===== src/hdl/cods_pkg.sv =====
// cods_pkg: constants and types for the opcode decode and status byte block
// assumes a single 125 MHz clock domain and an 8-bit processor data path
package cods_pkg;
	// lower status byte field positions
	localparam int LSB_CC_HIGH = 7;
	localparam int LSB_CC_LOW = 6;
	localparam int LSB_HALF_CARRY = 5;
	localparam int LSB_BANK = 4;
	localparam int LSB_CARRY_IN_EN = 3;
	localparam int LSB_OVERFLOW = 2;
	localparam int LSB_UNSIGNED_TEST = 1;
	localparam int LSB_CARRY = 0;
	localparam logic [7:0] LSB_RESET = 8'h00;
	localparam logic [7:0] USB_RESET = 8'h00;
	localparam logic [14:0] PC_RESET = 15'h0000;
	// condition code encodings
	localparam logic [1:0] CC_ZERO = 2'h0;
	localparam logic [1:0] CC_POS = 2'h1;
	localparam logic [1:0] CC_NEG = 2'h2;
	// opcode groups (upper six bits of the first byte)
	localparam logic [5:0] OP_LOAD_Z = 6'h00;
	localparam logic [5:0] OP_LOAD_A = 6'h03;
	localparam logic [5:0] OP_STORE_Z = 6'h30;
	localparam logic [5:0] OP_STORE_R = 6'h32;
	localparam logic [5:0] OP_STORE_A = 6'h33;
	localparam logic [5:0] OP_ADD_Z = 6'h20;
	localparam logic [5:0] OP_SUB_Z = 6'h28;
	localparam logic [5:0] OP_DECIMAL_ADJUST = 6'h25;
	localparam logic [5:0] OP_AND_Z = 6'h10;
	localparam logic [5:0] OP_OR_Z = 6'h18;
	localparam logic [5:0] OP_XOR_Z = 6'h08;
	localparam logic [5:0] OP_CMP_Z = 6'h38;
	localparam logic [5:0] OP_ROTATE_RIGHT = 6'h14;
	localparam logic [5:0] OP_ROTATE_LEFT = 6'h34;
	localparam logic [5:0] OP_BRANCH_TRUE_R = 6'h06;
	localparam logic [5:0] OP_BRANCH_FALSE_R = 6'h26;
	localparam logic [5:0] OP_BRANCH_NZ_R = 6'h16;
	localparam logic [5:0] OP_BRANCH_INCR_R = 6'h36;
	// addressing form in the two low bits of a group code
	localparam logic [1:0] MODE_REG = 2'h0;
	localparam logic [1:0] MODE_IMM = 2'h1;
	localparam logic [1:0] MODE_REL = 2'h2;
	localparam logic [1:0] MODE_ABS = 2'h3;
	// cycle counts per addressing form, and for branch, decimal adjust and rotate
	localparam logic [2:0] CYC_REG = 3'h2;
	localparam logic [2:0] CYC_IMM = 3'h2;
	localparam logic [2:0] CYC_REL = 3'h3;
	localparam logic [2:0] CYC_ABS = 3'h4;
	localparam logic [2:0] CYC_BRANCH = 3'h3;
	localparam logic [2:0] CYC_DECIMAL = 3'h3;
	localparam logic [2:0] CYC_ROTATE = 3'h2;
	// decode sequencer states, gray along fetch path
	typedef enum logic [2:0] {
		CODS_FETCH1 = 3'h0,
		CODS_WAIT1 = 3'h1,
		CODS_FETCH2 = 3'h3,
		CODS_FETCH3 = 3'h2,
		CODS_EXEC = 3'h6,
		CODS_MEM = 3'h7,
		CODS_PAD = 3'h5
	} cods_state_t;
	// memory bus request carrier
	typedef struct packed {
		logic req;
		logic write;
		logic [14:0] addr;
		logic [7:0] wdata;
	} cods_mem_req_t;
	// memory bus answer carrier
	typedef struct packed {
		logic ack;
		logic [7:0] rdata;
	} cods_mem_rsp_t;
endpackage


===== src/hdl/cods_core.sv =====
// cods_core: instruction fetch, decode and status byte update of an 8-bit processor
// assumes program memory answers each request with a one-cycle ack on i_clk
`timescale 1ns/1ps
`default_nettype none
module cods_core
	import cods_pkg::*;
(
	input wire logic i_clk, // 125 MHz clock
	input wire logic i_rst_b, // synchronous reset, active low
	input wire cods_mem_rsp_t i_mem, // memory answer
	input wire logic i_status_we, // lower status byte write strobe
	input wire logic [7:0] i_status_wdata, // lower status byte write data
	input wire logic i_upper_we, // upper status byte write strobe
	input wire logic [7:0] i_upper_wdata, // upper status byte write data
	output cods_mem_req_t o_mem, // memory request
	output logic [7:0] o_lower_status_byte, // lower status byte
	output logic [7:0] o_upper_status_byte, // upper status byte
	output logic [14:0] o_pc, // program counter
	output logic o_illegal, // pulse: invalid r0 form
	output logic o_retire // pulse: instruction done
);
	cods_state_t state, next_state;
	logic [7:0] lsb, next_lsb;
	logic [7:0] usb, next_usb;
	logic [14:0] pc, next_pc;
	logic [7:0] ir, next_ir;
	logic [7:0] b2, next_b2;
	logic [7:0] b3, next_b3;
	logic [7:0] regs [0:6];
	logic [7:0] next_regs [0:6];
	logic [2:0] cyc, next_cyc;
	cods_mem_req_t mem, next_mem;
	logic illegal, next_illegal;
	logic retire, next_retire;
	logic opnd_ready, next_opnd_ready; // memory operand access done
	logic [5:0] op;
	logic [1:0] rf;
	logic [2:0] ri, r0i;
	logic [7:0] rv, r0v;
	logic [1:0] nbytes;
	logic [2:0] ncyc;
	logic [14:0] eaddr;

	// register field to storage index, r0 shared, banks 1..3 / 4..6
	function automatic logic [2:0] cods_idx(input logic [1:0] f, input logic bank);
		if (f == 2'h0) begin
			return 3'h0;
		end
		return bank ? ({1'b0, f} + 3'h3) : {1'b0, f};
	endfunction

	// condition code from a result
	function automatic logic [1:0] cods_cc(input logic [7:0] v);
		if (v == 8'h00) begin
			return CC_ZERO;
		end
		return v[7] ? CC_NEG : CC_POS;
	endfunction

	assign op = ir[7:2];
	assign rf = ir[1:0];
	assign ri = cods_idx(rf, lsb[LSB_BANK]);
	assign r0i = 3'h0;
	assign rv = regs[ri];
	assign r0v = regs[r0i];
	assign eaddr = op[0] ? {b2[6:0], b3} : 15'(pc + {{8{b2[6]}}, b2[6:0]});

	// instruction length and cycle count from the first byte
	always_comb begin
		nbytes = 2'h1;
		ncyc = CYC_REG;
		if (op == OP_DECIMAL_ADJUST) begin
			ncyc = CYC_DECIMAL;
		end else if (op == OP_ROTATE_RIGHT || op == OP_ROTATE_LEFT) begin
			ncyc = CYC_ROTATE;
		end else if (op[1:0] == MODE_REL && op[2]) begin
			nbytes = 2'h2;
			ncyc = CYC_BRANCH;
		end else if (op[1:0] == MODE_ABS && op[2]) begin
			nbytes = 2'h3;
			ncyc = CYC_BRANCH;
		end else begin
			case (op[1:0])
				MODE_IMM: begin
					nbytes = 2'h2;
					ncyc = CYC_IMM;
				end
				MODE_REL: begin
					nbytes = 2'h2;
					ncyc = CYC_REL;
				end
				MODE_ABS: begin
					nbytes = 2'h3;
					ncyc = CYC_ABS;
				end
				default: begin
					nbytes = 2'h1;
					ncyc = CYC_REG;
				end
			endcase
		end
	end

	// fetch, execute and status update
	always_comb begin
		logic [8:0] sum;
		logic [4:0] hsum;
		logic [7:0] opnd, res, dst;
		logic taken, tgt_is_r0, cin;
		sum = 9'h000;
		hsum = 5'h00;
		opnd = 8'h00;
		res = 8'h00;
		dst = 8'h00;
		taken = 1'b0;
		tgt_is_r0 = 1'b0;
		cin = 1'b0;
		next_state = state;
		next_lsb = lsb;
		next_usb = usb;
		next_pc = pc;
		next_ir = ir;
		next_b2 = b2;
		next_b3 = b3;
		next_regs = regs;
		next_cyc = cyc;
		next_mem = mem;
		next_illegal = 1'b0;
		next_retire = 1'b0;
		next_opnd_ready = opnd_ready;
		case (state)
			CODS_FETCH1: begin
				next_mem.req = 1'b1;
				next_mem.write = 1'b0;
				next_mem.addr = pc;
				next_state = CODS_WAIT1;
			end
			CODS_WAIT1: begin
				if (i_mem.ack) begin
					next_mem.req = 1'b0;
					next_ir = i_mem.rdata;
					next_pc = 15'(pc + 15'h0001);
					next_cyc = 3'h1;
					next_state = CODS_FETCH2;
				end
			end
			CODS_FETCH2: begin
				// extra operand bytes as the form asks
				if (nbytes == 2'h1) begin
					next_state = CODS_EXEC;
				end else if (!mem.req) begin
					next_mem.req = 1'b1;
					next_mem.addr = pc;
				end else if (i_mem.ack) begin
					next_mem.req = 1'b0;
					next_b2 = i_mem.rdata;
					next_pc = 15'(pc + 15'h0001);
					next_state = (nbytes == 2'h3) ? CODS_FETCH3 : CODS_EXEC;
				end
			end
			CODS_FETCH3: begin
				if (!mem.req) begin
					next_mem.req = 1'b1;
					next_mem.addr = pc;
				end else if (i_mem.ack) begin
					next_mem.req = 1'b0;
					next_b3 = i_mem.rdata;
					next_pc = 15'(pc + 15'h0001);
					next_state = CODS_EXEC;
				end
			end
			CODS_EXEC: begin
				// memory operand forms go out to the bus first
				if (op[1] && !op[2] && op != OP_DECIMAL_ADJUST && !opnd_ready && op != OP_STORE_R && op != OP_STORE_A) begin
					next_mem.req = 1'b1;
					next_mem.write = 1'b0;
					next_mem.addr = eaddr;
					next_state = CODS_MEM;
				end else if ((op == OP_STORE_R || op == OP_STORE_A) && !opnd_ready) begin
					next_mem.req = 1'b1;
					next_mem.write = 1'b1;
					next_mem.addr = eaddr;
					next_mem.wdata = rv;
					next_state = CODS_MEM;
				end else begin
					opnd = (op[1:0] == MODE_REG) ? ((op[5:2] == 4'hC) ? rv : r0v) : (op[1] ? b3 : b2);
					if (op[1:0] == MODE_REG) begin
						opnd = rv;
					end
					if (op[1] && !op[2]) begin
						opnd = b3;
					end else if (op[1:0] == MODE_IMM) begin
						opnd = b2;
					end
					tgt_is_r0 = (op[1:0] == MODE_REG) && op[2:0] != 3'h4 && op != OP_DECIMAL_ADJUST;
					dst = tgt_is_r0 ? r0v : rv;
					cin = lsb[LSB_CARRY_IN_EN] & lsb[LSB_CARRY];
					// branch groups share group codes with rotate and adjust, so keep them out
					case ((op[2:1] == 2'h3) ? 4'h1 : op[5:2])
						4'h0: begin
							res = opnd;
							next_regs[tgt_is_r0 ? r0i : ri] = res;
							next_lsb[LSB_CC_HIGH:LSB_CC_LOW] = cods_cc(res);
						end
						4'h8: begin
							sum = {1'b0, dst} + {1'b0, opnd} + {8'h00, cin};
							hsum = {1'b0, dst[3:0]} + {1'b0, opnd[3:0]} + {4'h0, cin};
							res = sum[7:0];
							next_regs[tgt_is_r0 ? r0i : ri] = res;
							next_lsb[LSB_CARRY] = sum[8];
							next_lsb[LSB_HALF_CARRY] = hsum[4];
							next_lsb[LSB_OVERFLOW] = (dst[7] == opnd[7]) && (res[7] != dst[7]);
							next_lsb[LSB_CC_HIGH:LSB_CC_LOW] = cods_cc(res);
						end
						4'hA: begin
							sum = {1'b0, dst} - {1'b0, opnd} - {8'h00, cin};
							hsum = {1'b0, dst[3:0]} - {1'b0, opnd[3:0]} - {4'h0, cin};
							res = sum[7:0];
							next_regs[tgt_is_r0 ? r0i : ri] = res;
							next_lsb[LSB_CARRY] = sum[8];
							next_lsb[LSB_HALF_CARRY] = hsum[4];
							next_lsb[LSB_OVERFLOW] = (dst[7] != opnd[7]) && (res[7] != dst[7]);
							next_lsb[LSB_CC_HIGH:LSB_CC_LOW] = cods_cc(res);
						end
						4'h9: begin
							// decimal adjust: correct each digit lacking a carry
							res = rv;
							if (!lsb[LSB_CARRY]) begin
								res = 8'(res + 8'hA0);
							end
							if (!lsb[LSB_HALF_CARRY]) begin
								res = {res[7:4], 4'(res[3:0] + 4'hA)};
							end
							next_regs[ri] = res;
							next_lsb[LSB_CC_HIGH:LSB_CC_LOW] = cods_cc(res);
						end
						4'h4, 4'h6, 4'h2: begin
							if (op == OP_AND_Z && rf == 2'h0) begin
								next_illegal = 1'b1;
							end else begin
								res = (op[5:2] == 4'h4) ? (dst & opnd) : (op[5:2] == 4'h6) ? (dst | opnd) : (dst ^ opnd);
								next_regs[tgt_is_r0 ? r0i : ri] = res;
								next_lsb[LSB_CC_HIGH:LSB_CC_LOW] = cods_cc(res);
							end
						end
						4'hE: begin
							// compare: signed unless unsigned test bit set
							if (lsb[LSB_UNSIGNED_TEST] ? (dst == opnd) : (dst == opnd)) begin
								next_lsb[LSB_CC_HIGH:LSB_CC_LOW] = CC_ZERO;
							end else if (lsb[LSB_UNSIGNED_TEST] ? (dst > opnd) : ($signed(dst) > $signed(opnd))) begin
								next_lsb[LSB_CC_HIGH:LSB_CC_LOW] = CC_POS;
							end else begin
								next_lsb[LSB_CC_HIGH:LSB_CC_LOW] = CC_NEG;
							end
						end
						4'h5, 4'hD: begin
							// rotate, through carry when enabled
							if (op == OP_ROTATE_RIGHT) begin
								res = lsb[LSB_CARRY_IN_EN] ? {lsb[LSB_CARRY], rv[7:1]} : {rv[0], rv[7:1]};
								next_lsb[LSB_CARRY] = lsb[LSB_CARRY_IN_EN] ? rv[0] : lsb[LSB_CARRY];
								next_lsb[LSB_HALF_CARRY] = lsb[LSB_CARRY_IN_EN] ? rv[6] : lsb[LSB_HALF_CARRY];
							end else begin
								res = lsb[LSB_CARRY_IN_EN] ? {rv[6:0], lsb[LSB_CARRY]} : {rv[6:0], rv[7]};
								next_lsb[LSB_CARRY] = lsb[LSB_CARRY_IN_EN] ? rv[7] : lsb[LSB_CARRY];
								next_lsb[LSB_HALF_CARRY] = lsb[LSB_CARRY_IN_EN] ? rv[4] : lsb[LSB_HALF_CARRY];
							end
							next_regs[ri] = res;
							next_lsb[LSB_OVERFLOW] = rv[7] ^ res[7];
							next_lsb[LSB_CC_HIGH:LSB_CC_LOW] = cods_cc(res);
						end
						4'h1: begin
							taken = 1'b0;
						end
						default: begin
							if (op == OP_STORE_Z) begin
								if (rf == 2'h0) begin
									next_illegal = 1'b1;
								end else begin
									next_regs[ri] = r0v;
									next_lsb[LSB_CC_HIGH:LSB_CC_LOW] = cods_cc(r0v);
								end
							end
						end
					endcase
					// branch groups: flags untouched
					if (op[2:1] == 2'h3) begin
						case (op[5:3])
							3'h0: taken = (rf == 2'h3) || (lsb[LSB_CC_HIGH:LSB_CC_LOW] == rf);
							3'h4: taken = (rf != 2'h3) && (lsb[LSB_CC_HIGH:LSB_CC_LOW] != rf);
							3'h2: taken = (rv != 8'h00);
							default: begin
								next_regs[ri] = 8'(rv + 8'h01);
								taken = (8'(rv + 8'h01) != 8'h00);
							end
						endcase
						next_lsb = lsb;
						if (taken) begin
							next_pc = eaddr;
						end
					end
					next_mem.req = 1'b0;
					next_mem.write = 1'b0;
					next_opnd_ready = 1'b0;
					next_state = (cyc + 3'h1 < ncyc) ? CODS_PAD : CODS_FETCH1;
					next_retire = !(cyc + 3'h1 < ncyc);
					next_cyc = 3'(cyc + 3'h1);
				end
			end
			CODS_MEM: begin
				// drop the request on the answer edge so memory sees no second access
				if (i_mem.ack) begin
					next_mem.req = 1'b0;
					next_mem.write = 1'b0;
					next_opnd_ready = 1'b1;
					if (!mem.write) begin
						next_b3 = i_mem.rdata;
					end
					next_state = CODS_EXEC;
				end
			end
			default: begin
				// pad to the documented cycle count
				next_cyc = 3'(cyc + 3'h1);
				if (cyc + 3'h1 >= ncyc) begin
					next_state = CODS_FETCH1;
					next_retire = 1'b1;
				end
			end
		endcase
		if (i_status_we) begin
			next_lsb = i_status_wdata;
		end
		if (i_upper_we) begin
			next_usb = i_upper_wdata;
		end
	end

	// state registers; reset clears the program counter
	always_ff @(posedge i_clk) begin
		if (!i_rst_b) begin
			state <= CODS_FETCH1;
			lsb <= LSB_RESET;
			usb <= USB_RESET;
			pc <= PC_RESET;
			ir <= 8'h00;
			b2 <= 8'h00;
			b3 <= 8'h00;
			regs <= '{default: 8'h00};
			cyc <= 3'h0;
			mem <= '0;
			illegal <= 1'b0;
			retire <= 1'b0;
			opnd_ready <= 1'b0;
		end else begin
			state <= next_state;
			lsb <= next_lsb;
			usb <= next_usb;
			pc <= next_pc;
			ir <= next_ir;
			b2 <= next_b2;
			b3 <= next_b3;
			regs <= next_regs;
			cyc <= next_cyc;
			mem <= next_mem;
			illegal <= next_illegal;
			retire <= next_retire;
			opnd_ready <= next_opnd_ready;
		end
	end

	assign o_mem = mem;
	assign o_lower_status_byte = lsb;
	assign o_upper_status_byte = usb;
	assign o_pc = pc;
	assign o_illegal = illegal;
	assign o_retire = retire;
endmodule
`default_nettype wire


===== config.mk =====
export PLATFORM = sky130hd
export DESIGN_NAME = cods_core
export DESIGN_NICKNAME = d
export VERILOG_FILES = /design/src/hdl/cods_pkg.sv /design/src/hdl/cods_core.sv
export SDC_FILE = /design/constraint.sdc
export NUM_CORES = 1
export LEC_CHECK = 0
export ABC_AREA = 1
export ABC_CLOCK_PERIOD_IN_PS = 8850
export BUFFER_PORTS_ARGS = -buffer_cell sky130_fd_sc_hd__buf_2
export CAP_MARGIN = 5
export CORE_ASPECT_RATIO = 2
export CORE_MARGIN = 2
export CORE_UTILIZATION = 30
export CTS_BUF_LIST = sky130_fd_sc_hd__clkbuf_8
export CTS_CLUSTER_DIAMETER = 80
export DETAILED_ROUTE_END_ITERATION = 16
export PLACE_DENSITY = 0.53
export REMOVE_ABC_BUFFERS = 1
export SLEW_MARGIN = 20
export SYNTH_ARGS = -nofsm -noshare
export SYNTH_HDL_FRONTEND = slang
export SYNTH_SLANG_ARGS = --single-unit

===== constraint.sdc =====
create_clock -name i_clk -period 8.85 [get_ports i_clk]
set_input_delay 0.4425 -clock i_clk [delete_from_list [all_inputs] [get_ports i_clk]]
set_output_delay 0.4425 -clock i_clk [all_outputs]
set_load 0.01 [all_outputs]

==> results of run 1 <==
-- stage by stage --
stage               std cells  utilization [%]  setup WS, ns  cell area [um2]
detailed placement       3427            32.52         2.141            16800
CTS                      3459            33.39         2.119            17250
global placement         3427            32.52         2.263            16800
floorplan                2625                -         3.825            15100
global route             3461            33.43         1.514            17280
finish                   3465            33.45         1.929            17290
-- worst paths after layout --
kind,startpoint,endpoint,cells after the start
min reg2reg,regs[31],regs[31],2
min,i_upper_wdata[4],o_upper_status_byte[4],3
max reg2reg,ir[0],regs[14],30
max,ir[0],regs[14],30
-- flip-flops by register name, summed over array words and instances, names as in the netlist --
| name | flops |
|---|---|
| regs | 56 |
| o_mem | 25 |
| o_pc | 15 |
| b2 | 8 |
| b3 | 8 |
| ir | 8 |
| o_lower_status_byte | 8 |
| o_upper_status_byte | 8 |
| cyc | 3 |
| state | 3 |
| o_illegal | 1 |
| o_retire | 1 |
| opnd_ready | 1 |
-- worst min-delay path, cell delays in order --
cell and delay [ns]:
buf_2 0.07, nor2_1 0.03, nor2_1 0.08
-- routing by layer --
metal | vias up | routed length (um)
met4 | 2 | 14970
li1 | 9292 | -
met5 | - | 12
met1 | 9524 | 30440
met3 | 548 | 7494
met2 | 1261 | 49400
-- final cells by class --
cell class / instances / area share [%]
flip-flops and latches: 145 / 16.79
diodes: 5 / 0.07239
multi-input cells: 2125 / 63.05
well taps: 660 / 4.777
repair buffers: 143 / 4.966
clock buffers: 17 / 1.354
inverters: 355 / 7.738
clock inverters: 15 / 1.245
-- placed cells by master, fill, tap and decap left out, drive strengths merged, types with 7 or more instances in the layout --
cell type	Yosys	routed
o22ai	42	42
a31oi	20	20
a22oi	7	7
a211oi	9	9
o211ai	51	51
nor2	284	284
a21oi	266	266
clkinv	7	10
buf	27	143
nor3	20	20
o31ai	7	7
nand4	61	61
nand2	681	681
dfxtp	145	145
o21ai	357	357
inv	348	356
ha	66	66
nor4	8	8
clkbuf	104	17
nand3	159	159
xor2	21	21
-- power groups by stage --
stage | Combinational (mW) | Clock [mW] | Sequential (mW)
3_5_place_dp | 3.58 | 0 | 0.893
6_report | 3.78 | 0.671 | 0.885
5_1_grt | 3.99 | 0.697 | 0.894
4_1_cts | 3.59 | 0.679 | 0.880
2_1_floorplan | 2.01 | 0 | 0.874
3_3_place_gp | 3.57 | 0 | 0.893
-- logic make-up after synthesis --
kind of cell	Yosys count	synth area share, %
and+or+nand+nor	1227	33.30
AOI/OAI and AO/OA	800	28.55
buffers and inverters	486	12.05
DFF	145	18.56
adders and majority gates	71	5.919
xor gates and xnor gates	24	1.440
muxes	3	0.2000
==> run summary, run 1 <==
DRC Markers: 0
area grow syn2layout: 10.49%
Slew headroom: 15.97%
HP Class: input pin to flop
EDFF count, synth: 0
crit share post-route: 78.20%
CTS hold repair buffers: 0
initial core utilization: 30.27%
mapped cell area: 15640 um2
Final nets: 2887
Clock Pin Slew Worst Setup and Hold Paths: 0.11 ns
GP Congestion: 1.100
die width: 165.5 um
CP Buf/Inv Count: 5
largest net degree at the start of global routing: 87
fillcell total: 5852
share of cells above drive strength 1: 9.143%
total setup buffers inserted after CTS: 0
met3 Usage GRT: 8.774%
maxcap violations: 0
H-tree depth: 4
crit path DAT: 7.31 ns
Sw Pwr: 3.366 mW
CP Capture Type: flop
most common library cells after synthesis: 666 x nand2_1, 336 x o21ai_0, 335 x inv_1
CTS root buf: clkbuf_8
CTS Sinks: 145
DR pass1 iterations: 8
ys flop type: dfxtp_1
Max VDD drop: 0.1646 mV
synthesized area per cell: 5.676 um2
Starting DRT DRC Count: 2016
total gr overflow: 0
PD cells: 308.6 nW/um2
met1 layer usage reported by global route: 33.97%
Pwr Total: 5.335 mW
IO Pins: 87
register share of total power: 16.6%
yosys warns: 0
post-synth top area cell: dfxtp_1
Clock Skew: 0.03148 ns
Max Buffers Root-to-Sink: 2
Clock power frac: 12.6%
die area: 54100 um2
Final Hold Slack: 0.1195 ns
Period minus WS final: 6.921 ns
core area: 51670 um2
CTS buffer count: 17
post-synthesis sequential area ratio: 18.56%
Worst EP required: 9.24 ns
clk_lat worst skew: 0.56 ns
FF+latch area: 2903 um2
most frequent cell after synthesis: nand2_1
most used cell, CP: nand2_1
Total GRT Usage: 37.82%
global-route wire length before repair: 143.0 mm
WL final: 102.3 mm
Least-Margin Pin Slew: 1.247 ns
outcome: completed
gr busiest metal: met2
Slew Limit Fails: 0
Final Hold Violating Endpoints: 0
RSZ-0062 raised after global routing: false
total number of vias: 20630
post-synthesis register bit count: 145
Post-CTS Resized: 0
internal power: 1.969 mW
Post-Synthesis Cells: 2756
Avg WL per Cell: 29.53 um
initial antenna violation count: 5
FF-to-FF setup slack: 1.93 ns
vias in the first global route: 19980
port bufs: 86
Worst setup SP type: flop
Core Rows: 118
P_leak: 7.952 nW
Worst Path Max Fanout: 18
CTS tree: done
Synth area leaders: dfxtp_1 19%, nand2_1 16%, o21ai_0 11%
Via density: 5.953
slowest stage delay, CP: 0.96 ns
sw frac: 63.09%
Final HPWL DP: 78.01 mm
die height: 326.9 um
post-synthesis cell type count: 66
Post-synth ARST share: 0%
final setup violation count: 0
Comb pwr share: 70.8%
post-route ant nets: 0
CP top delay family: simple AND/OR/NAND/NOR gates
total negative slack: 0 ns
critical path class: flop to flop
slowest stage cell, crit path: dfxtp_1
area occupied by multi-input gates: 10900 um2
GR Util met2: 64.15%
Synth top area share: 18.56%
Achievable Freq: 0.1445 GHz
(Power assumes the default switching activity.)
==> inputs of run 2 (changes only) <==
--- a/config.mk
+++ b/config.mk
@@ -6,7 +6,7 @@
 export NUM_CORES = 1
 export LEC_CHECK = 0
 export ABC_AREA = 1
-export ABC_CLOCK_PERIOD_IN_PS = 8850
+export ABC_CLOCK_PERIOD_IN_PS = 6130
 export BUFFER_PORTS_ARGS = -buffer_cell sky130_fd_sc_hd__buf_2
 export CAP_MARGIN = 5
 export CORE_ASPECT_RATIO = 2
@@ -15,7 +15,7 @@
 export CTS_BUF_LIST = sky130_fd_sc_hd__clkbuf_8
 export CTS_CLUSTER_DIAMETER = 80
 export DETAILED_ROUTE_END_ITERATION = 16
-export PLACE_DENSITY = 0.53
+export PLACE_DENSITY = 0.55
 export REMOVE_ABC_BUFFERS = 1
 export SLEW_MARGIN = 20
 export SYNTH_ARGS = -nofsm -noshare
==> constraint.sdc (replaced) <==
create_clock -name i_clk -period 6.13 [get_ports i_clk]
set_input_delay 0.3065 -clock i_clk [delete_from_list [all_inputs] [get_ports i_clk]]
set_output_delay 0.3065 -clock i_clk [all_outputs]
set_load 0.01 [all_outputs]
==> run 2 against run 1 <==
Compared with the run above:
- die area stayed put
- sequential share of layout area decreased by 0.26 points
- setup slack lost 1.5 ns
- combinational power grew 44%
- clock power grew 37%
- sequential power grew 44%
- via count is 2.3% higher
- hold slack worse by 0.094 ns
- count of clock-buffer cells in the layout stayed put
- non-clock buffer count rose by 33
==> run summary, run 2 (same netlist as run 1, synthesis figures left out) <==
outcome: completed
post-route ant nets: 0
reg-to-reg startpoint: ir[1]
register share of total power: 16.7%
global-route wire length before repair: 144.2 mm
vias in the first global route: 20650
H-tree depth: 4
Via density: 6.026
CTS root buf: clkbuf_8
Worst setup SP type: flop
Clock Pin Slew Worst Setup and Hold Paths: 0.12 ns
initial antenna violation count: 8
CP top delay family: simple AND/OR/NAND/NOR gates
RSZ-0062 raised after global routing: false
die width: 165.5 um
Comb pwr share: 71.3%
DRC Markers: 0
Worst Path Max Fanout: 17
CP startpoint: ir[1]
CTS Sinks: 145
Final nets: 2920
Achievable Freq: 0.1753 GHz
PD cells: 434.9 nW/um2
P_leak: 8.101 nW
Final Hold Violating Endpoints: 0
Worst EP required: 6.55 ns
DR pass1 iterations: 8
Final Hold Slack: 0.02574 ns
IO Pins: 87
final setup violation count: 0
Clock Skew: 0.03230 ns
Reg-to-Reg End: regs[30]
crit share post-route: 93.05%
port bufs: 86
initial core utilization: 30.27%
Period minus WS final: 5.704 ns
CP Capture Type: flop
clk_lat worst skew: 0.56 ns
internal power: 2.844 mW
slowest stage delay, CP: 0.52 ns
die area: 54100 um2
Biggest register: regs
Slew Limit Fails: 0
R2R depth: 29
total number of vias: 21100
Avg WL per Cell: 29.15 um
Final HPWL DP: 76.47 mm
sw frac: 62.77%
crit path DAT: 6.13 ns
Clock power frac: 12.0%
fin util: 33.98%
commonest non-fill, non-tap cell in the layout: nand2_1
area grow syn2layout: 12.24%
core area: 51670 um2
final instance area: 17560 um2
CP Depth: 29
FF-to-FF setup slack: 0.43 ns
total gr overflow: 0
WL final: 102.0 mm
total setup buffers inserted after CTS: 0
Starting DRT DRC Count: 1909
Max VDD drop: 0.2699 mV
HP Class: input pin to flop
critical path class: flop to flop
Max Buffers Root-to-Sink: 2
largest net degree at the start of global routing: 86
total negative slack: 0 ns
Least-Margin Pin Slew: 1.120 ns
share of cells above drive strength 1: 9.742%
Core Rows: 118
final instance count without filler cells: 3501
most frequent cells in the layout: 665 x nand2_1, 335 x inv_1, 335 x o21ai_0
CTS buffer count: 17
Total GRT Usage: 37.90%
number of flip-flops in the largest register: 56
CP endpoint: regs[30]
most used cell, CP: inv_1
slowest stage cell, crit path: o21ai_0
die height: 326.9 um
CTS tree: done
maxcap violations: 0
CP Buf/Inv Count: 8
Sw Pwr: 4.794 mW
Post-CTS Resized: 0
placed cells: 3452
GP Congestion: 1.105
Placement Cell Area: 17000 um2
Slew headroom: 25.32%
## run 2: cell types whose count changed in the layout (fill, tap and decap cells not counted), moves of 2 or more
cell | before | now
o21ai_2 | 4 | 2
bufinv_16 | 3 | 1
buf_4 | 57 | 80
a21oi_2 | 3 | 1
clkinv_8 | 2 | 5
clkinv_4 | 0 | 2
nor2_2 | 12 | 9
a21oi_1 | 263 | 265
nor2_1 | 271 | 273
o21ai_0 | 333 | 335
diode_2 | 5 | 8
dlygate4sd3_1 | 0 | 8
## run 2: worst register-to-register path: cells and delay by family, from the launching register on
kind | cells | cell delay (ns)
simple gates | 10 | 1.63
fa+ha+maj | 3 | 0.71
flops | 1 | 0.49
compound gates | 8 | 1.61
buf+inv | 8 | 1.13
## run 2: final cells by class
type | count | area (um2)
Antenna cell | 8 | 20.02
Clock buffer | 17 | 234.0
Clock inverter | 15 | 196.4
Fill cell | 5971 | 34120
Inverter | 355 | 1338
Multi-Input combinational cell | 2125 | 10900
Sequential cell | 145 | 2903
Tap cell | 660 | 825.8
Timing Repair Buffer | 176 | 1142
## run 2: metal layers
metal | track usage [%] | vias up | part of all wire, %
met3 | 10.94 | 657 | 8.1
met5 | 0.1855 | - | 0.036
met4 | 41.53 | 6 | 14
met2 | 64.29 | 1367 | 49
met1 | 33.36 | 9709 | 29
li1 | - | 9359 | -
## run 2: what timing repair did
item,CTS,global route
hold buffers,8,0
endpoints found under the setup margin,0,0
hold endpoints to repair,8,0
## run 2: worst min path at each step
stage | startpoint | to | slack [ns] | cells after the start
final | i_mem[7] | b2[7] | 0.03 | 3
after global routing | i_mem[7] | b2[7] | 0.05 | 3
after CTS | i_mem[7] | b2[7] | 0.01 | 3
after detailed placement | regs[31] | regs[31] | 0.46 | 2
after global placement | regs[31] | regs[31] | 0.46 | 2
after floorplan | i_rst_b | o_pc[14] | 0.43 | 2
## run 2: power by group through the flow
stage	sequential [mW]	combinational, mW	clock (mW)
CTS	1.26	5.19	0.915
finish	1.27	5.44	0.919
global placement	1.28	5.17	0
detailed placement	1.28	5.16	0
floorplan	1.26	2.91	0
global route	1.28	5.75	0.943
## run 2: through the flow
step                setup slack, ns  power (mW)
floorplan                     1.105       4.171
global placement             0.8641       6.450
detailed placement           0.7857       6.445
CTS                          0.7384       7.362
global route                 0.1111       7.979
finish                       0.4259       7.637
